## src/pkg/hsr_defines.svh

```systemverilog
// Offsets, field positions, reset values and timing counts of the slot repeat sequencer
`ifndef HSR_DEFINES_SVH
`define HSR_DEFINES_SVH

// Register offsets
`define HSR_ADDR_CTRL 8'h0C
`define HSR_ADDR_SLOT_FIRST 8'h0F
`define HSR_ADDR_SLOT_LAST 8'h16
`define HSR_ADDR_REPEAT_LO 8'h17
`define HSR_ADDR_REPEAT_HI 8'h18

// Field positions
`define HSR_CTRL_GO_BIT 0
`define HSR_SLOT_DELAY_BIT 7
`define HSR_REPEAT_W 2

// Reset values
`define HSR_REPEAT_RESET 8'h00
`define HSR_SLOT_RESET 8'h00

// Slot count and last slot index
`define HSR_SLOT_COUNT 8
`define HSR_SLOT_LAST_IDX 3'h7

// Idle period unit and the clock rate that turns it into cycles
`define HSR_WAIT_UNIT_MS 10
`define HSR_CLK_KHZ 125000
`define HSR_WAIT_UNIT_CYCLES (`HSR_WAIT_UNIT_MS * `HSR_CLK_KHZ)
`define HSR_TICK_W 21

`endif

```

## src/pkg/hsr_pkg.sv

```systemverilog
// Types shared by the slot repeat sequencer modules
package hsr_pkg;

    // Sequencer states, Gray coded along idle-fetch-play-next
    typedef enum logic [1:0] {
        HSR_IDLE = 2'h0,
        HSR_FETCH = 2'h1,
        HSR_PLAY = 2'h3,
        HSR_NEXT = 2'h2
    } hsr_state_t;

    // One sequence slot: idle flag plus 7-bit value
    typedef struct packed {
        logic delay_flag;
        logic [6:0] effect_value;
    } hsr_slot_t;

    // Request to the waveform playback engine
    typedef struct packed {
        logic req;
        logic [6:0] effect_id;
    } hsr_play_t;

    // State of the idle-period timer
    typedef struct packed {
        logic active;
        logic done;
        logic [6:0] units_left;
        logic [20:0] tick;
    } hsr_tmr_t;

    // State of the per-slot repeat counter
    typedef struct packed {
        logic [1:0] cnt;
    } hsr_rep_t;

    // State of the sequencer top
    typedef struct packed {
        hsr_state_t state;
        logic busy;
        logic waiting;
        logic [2:0] slot_idx;
        hsr_play_t play;
        logic [7:0] rdata;
        logic [1:0][7:0] repeat_reg;
        hsr_slot_t [7:0] slot_reg;
    } hsr_seq_t;

endpackage : hsr_pkg
```

## src/hw/hsr_delay_timer.sv

```systemverilog
// Idle-period timer counting whole units of the wait period
`timescale 1ns/1ns
`default_nettype none
`include "hsr_defines.svh"

module hsr_delay_timer
    import hsr_pkg::*;
#(
    parameter logic [`HSR_TICK_W-1:0] UNIT_CYCLES = `HSR_TICK_W'(`HSR_WAIT_UNIT_CYCLES)
)(
    input wire logic clk_i,
    input wire logic reset_i,
    input wire logic ce_i,
    input wire logic start_i,
    input wire logic abort_i,
    input wire logic [6:0] units_i,
    output logic done_o
);
    hsr_tmr_t s_reg;
    hsr_tmr_t s_next;

    always_comb begin
        s_next = s_reg;
        s_next.done = 1'b0;
        if (abort_i) begin
            s_next.active = 1'b0;
        end else if (start_i) begin
            s_next.active = 1'b1;
            s_next.units_left = units_i;
            s_next.tick = '0;
        end else if (s_reg.active) begin
            if (s_reg.units_left == 7'h00) begin
                s_next.active = 1'b0;
                s_next.done = 1'b1;
            end else if (s_reg.tick == UNIT_CYCLES - `HSR_TICK_W'(1)) begin
                s_next.tick = '0;
                s_next.units_left = s_reg.units_left - 7'h01;
            end else begin
                s_next.tick = s_reg.tick + `HSR_TICK_W'(1);
            end
        end
    end

    always_ff @(posedge clk_i or posedge reset_i) begin
        if (reset_i) begin
            s_reg <= '0;
        end else if (ce_i) begin
            s_reg <= s_next;
        end
    end

    assign done_o = s_reg.done;

endmodule : hsr_delay_timer
`default_nettype wire

```

## src/hw/hsr_repeat_counter.sv

```systemverilog
// Per-slot repeat counter compared against the slot's repeat field
`timescale 1ns/1ns
`default_nettype none
`include "hsr_defines.svh"

module hsr_repeat_counter
    import hsr_pkg::*;
(
    input wire logic clk_i,
    input wire logic reset_i,
    input wire logic ce_i,
    input wire logic clear_i,
    input wire logic step_i,
    input wire logic [`HSR_REPEAT_W-1:0] limit_i,
    output logic last_o
);
    hsr_rep_t s_reg;
    hsr_rep_t s_next;

    always_comb begin
        s_next = s_reg;
        if (clear_i) begin
            s_next.cnt = '0;
        end else if (step_i) begin
            s_next.cnt = s_reg.cnt + 2'h1;
        end
    end

    always_ff @(posedge clk_i or posedge reset_i) begin
        if (reset_i) begin
            s_reg <= '0;
        end else if (ce_i) begin
            s_reg <= s_next;
        end
    end

    assign last_o = (s_reg.cnt == limit_i);

endmodule : hsr_repeat_counter
`default_nettype wire

```

## src/hw/hsr_sequencer.sv

```systemverilog
// Eight-slot haptic sequencer with per-slot repeat counts and its register port
//
// Local design decision: the address-and-strobe port.
`timescale 1ns/1ns
`default_nettype none
`include "hsr_defines.svh"

module hsr_sequencer
    import hsr_pkg::*;
#(
    parameter logic [`HSR_TICK_W-1:0] WAIT_UNIT_CYCLES = `HSR_TICK_W'(`HSR_WAIT_UNIT_CYCLES)
)(
    input wire logic clk_i,
    input wire logic reset_i,
    input wire logic ce_i,
    input wire logic [7:0] addr_i,
    input wire logic [7:0] wdata_i,
    input wire logic wr_i,
    input wire logic rd_i,
    input wire logic play_done_i,
    output logic [7:0] rdata_o,
    output hsr_play_t play_o,
    output logic busy_o,
    output logic waiting_o,
    output logic [2:0] slot_idx_o
);

    hsr_seq_t s_reg;
    hsr_seq_t s_next;

    // Handshake with the timer and the repeat counter
    logic tmr_start;
    logic tmr_abort;
    logic tmr_done;
    logic rep_clear;
    logic rep_step;
    logic rep_last;

    // Decoded register accesses
    logic go_set;
    logic go_clr;
    logic slot_hit;
    logic [7:0] slot_off;

    // Current slot and its repeat field
    hsr_slot_t cur_slot;
    logic [1:0] cur_repeat;
    logic effect_fin;

    // Repeat field of one slot: low register for slots 1-4, high for 5-8
    function automatic logic [1:0] slot_repeat_count(
        input logic [1:0][7:0] rpt,
        input logic [2:0] idx
    );
        logic [7:0] byte_sel;
        byte_sel = rpt[idx[2]];
        slot_repeat_count = byte_sel[{idx[1:0], 1'b0} +: 2];
    endfunction : slot_repeat_count

    hsr_delay_timer #(
        .UNIT_CYCLES(WAIT_UNIT_CYCLES)
    ) u_delay_timer (
        .clk_i(clk_i),
        .reset_i(reset_i),
        .ce_i(ce_i),
        .start_i(tmr_start),
        .abort_i(tmr_abort),
        .units_i(cur_slot.effect_value),
        .done_o(tmr_done)
    );

    hsr_repeat_counter u_repeat_counter (
        .clk_i(clk_i),
        .reset_i(reset_i),
        .ce_i(ce_i),
        .clear_i(rep_clear),
        .step_i(rep_step),
        .limit_i(cur_repeat),
        .last_o(rep_last)
    );

    always_comb begin
        slot_off = addr_i - `HSR_ADDR_SLOT_FIRST;
        slot_hit = (addr_i >= `HSR_ADDR_SLOT_FIRST) && (addr_i <= `HSR_ADDR_SLOT_LAST);
        go_set = wr_i && (addr_i == `HSR_ADDR_CTRL) && wdata_i[`HSR_CTRL_GO_BIT];
        go_clr = wr_i && (addr_i == `HSR_ADDR_CTRL) && !wdata_i[`HSR_CTRL_GO_BIT];
        cur_slot = s_reg.slot_reg[s_reg.slot_idx];
        cur_repeat = slot_repeat_count(s_reg.repeat_reg, s_reg.slot_idx);
        // Idle and waveform slots end alike
        effect_fin = s_reg.waiting ? tmr_done : play_done_i;
    end

    always_comb begin
        s_next = s_reg;
        s_next.rdata = 8'h00;
        tmr_start = 1'b0;
        tmr_abort = 1'b0;
        rep_clear = 1'b0;
        rep_step = 1'b0;

        // Register writes
        if (wr_i) begin
            if (slot_hit) begin
                s_next.slot_reg[slot_off[2:0]] = wdata_i;
            end
            if (addr_i == `HSR_ADDR_REPEAT_LO) begin
                s_next.repeat_reg[0] = wdata_i;
            end
            if (addr_i == `HSR_ADDR_REPEAT_HI) begin
                s_next.repeat_reg[1] = wdata_i;
            end
        end

        // Register reads, data valid in the following cycle only
        if (rd_i) begin
            if (slot_hit) begin
                s_next.rdata = s_reg.slot_reg[slot_off[2:0]];
            end else if (addr_i == `HSR_ADDR_CTRL) begin
                s_next.rdata = {7'h00, s_reg.busy};
            end else if (addr_i == `HSR_ADDR_REPEAT_LO) begin
                s_next.rdata = s_reg.repeat_reg[0];
            end else if (addr_i == `HSR_ADDR_REPEAT_HI) begin
                s_next.rdata = s_reg.repeat_reg[1];
            end else begin
                s_next.rdata = 8'h00;
            end
        end

        unique case (s_reg.state)
            HSR_IDLE: begin
                if (go_set) begin
                    s_next.slot_idx = 3'h0;
                    s_next.busy = 1'b1;
                    s_next.state = HSR_FETCH;
                    rep_clear = 1'b1;
                end
            end

            HSR_FETCH: begin
                if (!cur_slot.delay_flag && cur_slot.effect_value == 7'h00) begin
                    s_next.busy = 1'b0;
                    s_next.state = HSR_IDLE;
                end else if (cur_slot.delay_flag) begin
                    tmr_start = 1'b1;
                    s_next.waiting = 1'b1;
                    s_next.state = HSR_PLAY;
                end else begin
                    s_next.play.req = 1'b1;
                    s_next.play.effect_id = cur_slot.effect_value;
                    s_next.state = HSR_PLAY;
                end
            end

            HSR_PLAY: begin
                if (effect_fin) begin
                    s_next.play.req = 1'b0;
                    s_next.waiting = 1'b0;
                    if (rep_last) begin
                        s_next.state = HSR_NEXT;
                    end else begin
                        rep_step = 1'b1;
                        s_next.state = HSR_FETCH;
                    end
                end
            end

            HSR_NEXT: begin
                if (s_reg.slot_idx == `HSR_SLOT_LAST_IDX) begin
                    s_next.busy = 1'b0;
                    s_next.state = HSR_IDLE;
                end else begin
                    s_next.slot_idx = s_reg.slot_idx + 3'h1;
                    s_next.state = HSR_FETCH;
                    rep_clear = 1'b1;
                end
            end
        endcase

        // Clearing go while running aborts the sequence
        if (go_clr && s_reg.busy) begin
            tmr_abort = 1'b1;
            s_next.busy = 1'b0;
            s_next.waiting = 1'b0;
            s_next.play.req = 1'b0;
            s_next.state = HSR_IDLE;
        end
    end

    always_ff @(posedge clk_i or posedge reset_i) begin
        if (reset_i) begin
            s_reg <= '0;
            s_reg.state <= HSR_IDLE;
            s_reg.repeat_reg[0] <= `HSR_REPEAT_RESET;
            s_reg.repeat_reg[1] <= `HSR_REPEAT_RESET;
        end else if (ce_i) begin
            s_reg <= s_next;
        end
    end

    // Outputs straight from the state register
    assign rdata_o = s_reg.rdata;
    assign play_o = s_reg.play;
    assign busy_o = s_reg.busy;
    assign waiting_o = s_reg.waiting;
    assign slot_idx_o = s_reg.slot_idx;

endmodule : hsr_sequencer
`default_nettype wire

```

## config.mk

```make
export PLATFORM = sky130hd
export DESIGN_NAME = hsr_sequencer
export DESIGN_NICKNAME = d
export VERILOG_FILES = /design/src/pkg/hsr_pkg.sv /design/src/hw/hsr_delay_timer.sv /design/src/hw/hsr_repeat_counter.sv /design/src/hw/hsr_sequencer.sv
export VERILOG_INCLUDE_DIRS = /design/src /design/src/pkg
export SDC_FILE = /design/constraint.sdc
export NUM_CORES = 1
export LEC_CHECK = 0
export BUFFER_PORTS_ARGS = -buffer_cell sky130_fd_sc_hd__buf_4
export CAP_MARGIN = 20
export CORE_MARGIN = 1
export CORE_UTILIZATION = 40
export DETAILED_ROUTE_END_ITERATION = 10
export PLACE_DENSITY = 0.67
export SYNTH_ARGS = -nofsm -noshare
export SYNTH_HDL_FRONTEND = slang
export SYNTH_SLANG_ARGS = --single-unit
```

## constraint.sdc

```tcl
create_clock -name clk_i -period 6.7 [get_ports clk_i]
set_input_delay 0.335 -clock clk_i [delete_from_list [all_inputs] [get_ports clk_i]]
set_output_delay 0.335 -clock clk_i [all_outputs]
set_load 0.02 [all_outputs]
```

==> results of run 1 <==
cells in the mapped netlist (9+ instances only):
master,instances
a21o_1,9
buf_1,9
a22oi_1,35
and2_1,9
nor2b_1,10
dfrtp_1,135
nor3_1,9
a21oi_1,19
inv_1,26
mux2i_1,58
o21ai_0,40
clkbuf_1,19
nor2_1,31
nand2_1,49
buf_4,22
mux2_2,84
o31ai_1,9
ha_1,12
nand3_1,16
worst register-to-register path, cell delays in order (launching register included):
cell     delay (ns)
dfrtp_2        1.04
mux4_2         0.50
mux2i_4        0.10
o32ai_2        0.59
nand2_1        0.46
o21ai_0        0.32
o21ai_0        0.13
per-layer routing:
| layer | vias to the layer above | track usage [%] |
|---|---|---|
| li1 | 2634 | - |
| met5 | - | 0 |
| met1 | 2886 | 28.4 |
| met4 | 0 | 7.04 |
| met2 | 162 | 32.3 |
| met3 | 28 | 4.65 |
layout by cell type (no fill, tap or decap), drive strengths merged, types with 3 or more instances in the layout:
| master | instances |
|---|---|
| o31ai | 9 |
| o21ai | 40 |
| clkbuf | 21 |
| nor4 | 5 |
| ha | 12 |
| nand3 | 16 |
| and4 | 3 |
| or2 | 3 |
| nand2 | 50 |
| a31oi | 3 |
| mux4 | 9 |
| nor3 | 11 |
| or3b | 4 |
| o22ai | 8 |
| and2 | 10 |
| o211ai | 5 |
| and3 | 5 |
| xnor2 | 6 |
| xor2 | 3 |
| mux2i | 59 |
| or4 | 3 |
| nor2 | 32 |
| o311ai | 6 |
| clkinv | 5 |
| a21o | 9 |
| nand4 | 7 |
| nor2b | 10 |
| dfrtp | 135 |
| a22oi | 35 |
| mux2 | 85 |
| a21oi | 20 |
| inv | 30 |
| buf | 43 |
cells by family (layout without fill, tap and decap cells):
kind of cell	count (synthesis)	in the layout	synth area share, %
and+or+nand+nor	170	170	11.7
adders and majority gates	12	12	1.95
DFF	135	135	43.9
AOI/OAI and AO/OA	151	151	13.1
xor gates and xnor gates	9	9	1.02
muxes	153	153	23.0
buffers and inverters	84	102	5.28
power breakdown:
part	leakage [nW]	total (W)	internal, W	switching, W
Clock	0.295	0.000967	0.000585	0.000382
Combinational	1.78	0.000563	0.000239	0.000324
Sequential	1.80	0.00100	0.000894	0.000110
Total	3.88	0.00253	0.00172	0.000816
worst paths after layout:
check	end	slack, ns
max	u_delay_timer.s_reg[25]	3.42
min reg2reg	rdata_o[7]	0.49
max in group asynchronous	slot_idx_o[1]	5.46
min	play_o[0]	0.05
min in group clk_i	s_reg[38]	0.24
max reg2reg	u_delay_timer.s_reg[25]	3.42
per-stage QoR:
| stage | instance area [sq um] | utilization [%] | power [W] |
|---|---|---|---|
| finish | 8620 | 46.0 | 0.00253 |
| global route | 8620 | 46.0 | 0.00265 |
| CTS | 8620 | 46.0 | 0.00255 |
| detailed placement | 8020 | 42.7 | 0.00157 |
| global placement | 8020 | 42.7 | 0.00156 |
| floorplan | 7700 | - | 0.00143 |
final cells by class:
class | instances | area (sq um)
Sequential cell | 135 | 3380
Clock inverter | 11 | 138
Timing Repair Buffer | 43 | 323
Multi-Input combinational cell | 495 | 3920
Tap cell | 234 | 293
Fill cell | 1741 | 10100
Inverter | 27 | 106
Clock buffer | 21 | 470
==> results.tsv, run 1 <==
stage	metric	value	unit
route	wirelength, routed	19.3	mm
die	standard cell core area	0.0188	sq mm
route	highest metal layer with signal wires	met4	
critical_path	type of element launching the critical path	flip-flop	
route	WL met3	947	um
die	die outline width	141	um
job	Max-cap violations	0	
finish	fraction of final layout cells sized beyond drive strength 1	24.7	%
logic_synthesis	cell count after synthesis	714	
finish	ANT cells	0	
route	wire length on met1	9.03	mm
sta	share of the cycle needed by the critical path after routing	49.0	%
critical_path	crit path max-delay cell type	dfrtp_2	
placed_design	post-placement setup slack	3.24	ns
route	Initial DRT Pass Iterations	5	
cts	total clock sinks	135	
route	remaining design rule violation count	0	
cts	number of buffers added to fix hold violations after cts	0	
route	Antenna Nets Post-Route	0	
sta	Sum Neg Setup Slack	0	ns
critical_path	depth of the critical timing path with buffers and inverters included	6	
cts	Post CTS Setup Buffer Count	0	
global_route	maximum number of pins on one net before global-route repair	86	
critical_path	Worst path max stage delay	1.04	ns
cts	clock slew at the register clock pins of the worst setup and hold paths	0.06	ns
logic_synthesis	Post-synth EDFFs	0	
critical_path	arrival time at the worst endpoint	3.57	ns
logic_synthesis	Ys Warns	0	
sta	final clock skew	0.0133	ns
placed_design	number of input and output port buffers inserted	42	
critical_path	cell breakdown of the critical path	mux4_2, mux2i_4, o32ai_2, nand2_1, o21ai_0, o21ai_0	
sta	final slew viol count	0	
sta	tightest slew margin relative to the limit	30.0	%
power	worst supply voltage drop on vdd	0.180	mV
logic_synthesis	netlist area before placement	0.00770	sq mm
finish	number of flip-flops under the largest register name	82	
die	die height	141	um
sta	measured slew at the worst slew-check pin	1.05	ns
cts	maximum number of buffers from clock root to sink	2	
sta	post-layout minimum cycle time	3.28	ns
critical_path	Critical Path Sink Type	flip-flop	
logic_synthesis	synth top area cells	dfrtp_1 (44%), mux2_2 (12%), mux2i_1 (7.5%)	
logic_synthesis	sequential fraction of the synthesis area	43.9	%
logic_synthesis	Synthesized Nets	748	
route	DR iter-0 viols	462	
sta	setup ws final	3.42	ns
critical_path	cell depth of the worst flop-to-flop path	6	
route	met2 WL post-DR	9.01	mm
cts	Max H-tree Level	4	
power	Pwr per Cell Area	294	mW/mm^2
route	Routed WL per cell	20.0	um
cts	cell at the root of the clock tree	clkbuf_16	
finish	layout overhead on the synthesized area	12.0	%
critical_path	Reg2Reg Launch Point	slot_idx_o[1]	
logic_synthesis	fraction of post-synthesis cell area in the top cell type by area	43.9	%
logic_synthesis	flip-flop cell with the highest count after synthesis	dfrtp_1	
sta	f_max	304	MHz
global_route	vias in the first global route	5533	
global_route	global-route wire length before repair	31.3	mm
die	count of standard-cell rows	50	
sta	setup repair after global routing missed its margin	false	
logic_synthesis	library cell occupying the most area in the post-synthesis netlist	dfrtp_1	
min_path	path class of the lowest-slack min-delay path	input port to async pin	
global_route	number of antenna violations at the first check in global routing	0	
critical_path	cell repeated most along the worst path	o21ai_0	
cts	Num CTS Buffers	17	
critical_path	Crit path required time	6.99	ns
critical_path	worst setup path start	slot_idx_o[1]	
critical_path	CP Buf/Inv Count	0	
sta	number of hold violations in the final report	0	
finish	number of nets in the finished design	753	
cts	quantity of gates resized following cts	0	
die	Total Die Area	0.0198	sq mm
logic_synthesis	flops & latches, synth	135	
power	Static Leakage	3.88	nW
critical_path	worst-path maximum fanout	42	
placed_design	Final Wtd Congestion	0.836	
logic_synthesis	mean cell area of the mapped netlist	10.8	sq um
die	count of boundary I/O pins	43	
finish	post-route insts no fill	966	
die	starting density of the core	41.0	%
sta	final setup violation count	0	
status	outcome	completed	
logic_synthesis	proportion of register bits with asynchronous set or reset after synthesis	100	%
placed_design	total instance count after detailed placement	934	
logic_synthesis	count of unique library cells instantiated by Yosys	64	
cts	insertion delay of the later-clocked pin in the worst-skew pair	0.43	ns
critical_path	gate family responsible for the most delay along the worst path	flip-flops	
sta	Worst Hold Slack	0.0546	ns
route	Vias/cell	5.91	
global_route	grt total ovfl	0	
critical_path	worst setup path category	flip-flop to flip-flop	
cts	TritonCTS clock tree	built	
global_route	overall global routing resource usage	20.7	%
placed_design	hpwl dp	13.3	mm
route	overall via count from detail_route	5710	
(Power assumes the default switching activity.)
==> run 2: changes to the inputs <==
ABC_AREA = 1   (was default)
PLACE_DENSITY = 0.69   (was 0.67)
clock period = 2.95 ns   (was 6.7 ns; I/O delays follow)
==> results.tsv, run 2 <==
stage	metric	value	unit
critical_path	reg-to-reg slack, setup	0.56	ns
min_path	hold worst-path end	u_delay_timer.s_reg[29]	
route	remaining design rule violation count	0	
critical_path	Reg2Reg Launch Point	slot_idx_o[0]	
die	standard cell core area	0.0197	sq mm
cts	Post CTS Setup Buffer Count	0	
cts	insertion delay of the later-clocked pin in the worst-skew pair	0.43	ns
critical_path	arrival time at the worst endpoint	2.70	ns
status	outcome	completed	
route	Initial DRT Pass Iterations	6	
route	wirelength, routed	22.3	mm
critical_path	Crit path required time	3.26	ns
logic_synthesis	fraction of post-synthesis cell area in the top cell type by area	41.7	%
finish	cell area after layout	0.00923	sq mm
finish	most frequent standard cell in the layout excluding fill and tap cells	nand2_1	
critical_path	endpoint of the lowest-slack register-to-register path	u_delay_timer.s_reg[27]	
logic_synthesis	flops & latches, synth	135	
logic_synthesis	sequential fraction of the synthesis area	41.7	%
sta	final slew viol count	0	
finish	ANT cells	0	
global_route	vias in the first global route	6926	
route	overall via count from detail_route	7444	
die	die outline width	144	um
route	DR iter-0 viols	703	
sta	measured slew at the worst slew-check pin	0.963	ns
job	Max-cap violations	0	
die	count of boundary I/O pins	43	
power	Static Leakage	4.32	nW
route	Routed WL per cell	15.6	um
logic_synthesis	cell count after synthesis	1120	
global_route	number of antenna violations at the first check in global routing	0	
placed_design	hpwl dp	15.7	mm
finish	number of flip-flops under the largest register name	82	
finish	layout overhead on the synthesized area	13.9	%
placed_design	Final Wtd Congestion	0.889	
die	Total Die Area	0.0208	sq mm
cts	cell at the root of the clock tree	clkbuf_16	
route	Antenna Nets Post-Route	0	
critical_path	worst setup path category	flip-flop to flip-flop	
cts	TritonCTS clock tree	built	
global_route	overall global routing resource usage	22.6	%
critical_path	worst-path maximum fanout	41	
sta	final setup violation count	0	
min_path	path class of the lowest-slack min-delay path	input port to flip-flop	
logic_synthesis	list of most frequent post-synthesis cells	nand2_1 (339), o21ai_0 (160), dfrtp_1 (135)	
global_route	global-route wire length before repair	36.0	mm
finish	fraction of final layout cells sized beyond drive strength 1	10.3	%
sta	number of hold violations in the final report	0	
logic_synthesis	most common cell in the synthesized netlist	nand2_1	
sta	tightest slew margin relative to the limit	35.7	%
logic_synthesis	Ys Warns	0	
cts	maximum number of buffers from clock root to sink	2	
die	die height	144	um
logic_synthesis	proportion of register bits with asynchronous set or reset after synthesis	100	%
critical_path	worst setup path start	slot_idx_o[0]	
power	worst supply voltage drop on vdd	0.474	mV
logic_synthesis	library cell occupying the most area in the post-synthesis netlist	dfrtp_1	
logic_synthesis	count of unique library cells instantiated by Yosys	42	
cts	clock slew at the register clock pins of the worst setup and hold paths	0.06	ns
sta	setup repair after global routing missed its margin	false	
global_route	grt total ovfl	0	
power	Pwr per Cell Area	750	mW/mm^2
sta	f_max	418	MHz
placed_design	post-placement cell area	0.00853	sq mm
logic_synthesis	Synthesized Nets	1154	
cts	total clock sinks	135	
logic_synthesis	netlist area before placement	0.00810	sq mm
logic_synthesis	Post-synth EDFFs	0	
min_path	number of instances on the worst hold path	2	
critical_path	type of element launching the critical path	flip-flop	
cts	Num CTS Buffers	17	
logic_synthesis	mean cell area of the mapped netlist	7.23	sq um
cts	Max H-tree Level	4	
finish	commonest cells after routing, fill and taps aside	nand2_1 (339), o21ai_0 (160), dfrtp_1 (135)	
sta	share of the cycle needed by the critical path after routing	81.1	%
sta	Sum Neg Setup Slack	0	ns
sta	post-layout minimum cycle time	2.39	ns
placed_design	number of input and output port buffers inserted	42	
global_route	maximum number of pins on one net before global-route repair	57	
min_path	worst hold start	ce_i	
critical_path	cell depth of the worst flop-to-flop path	14	
critical_path	Critical Path Sink Type	flip-flop	
sta	final clock skew	0.0146	ns
logic_synthesis	flip-flop cell with the highest count after synthesis	dfrtp_1	
die	starting density of the core	41.2	%
die	count of standard-cell rows	51	
route	Vias/cell	5.23	
finish	number of nets in the finished design	1180	
logic_synthesis	synth top area cells	dfrtp_1 (42%), nand2_1 (16%), o21ai_0 (9.9%)	
## run 2: how the worst max path moves through the flow
stage	end	slack, ns
6_report	u_delay_timer.s_reg[27]	0.56
5_1_grt	u_delay_timer.s_reg[27]	0.40
4_1_cts	u_delay_timer.s_reg[25]	0.58
3_5_place_dp	u_delay_timer.s_reg[25]	0.50
3_3_place_gp	u_delay_timer.s_reg[25]	0.55
2_1_floorplan	s_reg[30]	1.00
## run 2: layer usage
metal	vias to the layer above	track usage (%)	wire (um)
li1	3674	-	-
met1	3472	30.0	10100
met2	249	35.3	10000
met3	49	4.83	1480
met4	0	10.2	688
met5	-	0	0
## run 2: what timing repair did
item	4_1_cts	5_1_grt
hold buffers	9	0
hold endpoints to repair	49	0
endpoints found under the setup margin	0	0
resized for setup	0	0
## run 2: where the power goes
group	internal [W]	leakage (nW)	switching (W)	total [W]
Sequential	0.00208	1.77	0.000197	0.00228
Combinational	0.000823	2.27	0.00163	0.00245
Clock	0.00133	0.279	0.000861	0.00219
Total	0.00424	4.32	0.00269	0.00692
## run 2: worst max-delay path, stage by stage, from the launching register on
cell and delay [ns]:
dfrtp_1 0.43, buf_12 0.23, nand2_1 0.07, o21ai_1 0.08
nand2_1 0.06, nand2_1 0.07, inv_1 0.05, o21ai_1 0.18
nand2_1 0.11, inv_2 0.11, nand2_1 0.07, nand2_2 0.29
nand2_2 0.28, nor2_1 0.20, a21oi_2 0.05
## run 2: per-stage QoR
| step | setup WS (ns) | instances | util [%] | power [W] | hold slack (ns) |
|---|---|---|---|---|---|
| 2_1_floorplan | 1.00 | 1120 | - | 0.00418 | 0.268 |
| 3_3_place_gp | 0.552 | 1383 | 43.4 | 0.00468 | 0.372 |
| 3_5_place_dp | 0.503 | 1383 | 43.4 | 0.00471 | 0.381 |
| 4_1_cts | 0.581 | 1424 | 46.9 | 0.00693 | 0.0143 |
| 5_1_grt | 0.398 | 1424 | 46.9 | 0.00732 | 0.0404 |
| 6_report | 0.559 | 1424 | 46.9 | 0.00692 | 0.0168 |
## run 2: layout make-up
cell class	count	area [sq um]
clock buffer	18	429
multi-input combinational	791	3830
tap	265	332
sequential	135	3380
inverter	130	494
fill	1975	10400
clock inverter	14	173
timing repair buffer	71	593
## run 2: cell families after synthesis
family | count (synthesis) | share of synthesized area, %
simple gates | 533 | 28.5
compound gates | 229 | 15.1
buf+inv | 194 | 11.1
flops | 135 | 41.7
xor+xnor | 16 | 1.73
fa+ha+maj | 12 | 1.85
mux | 1 | 0.139
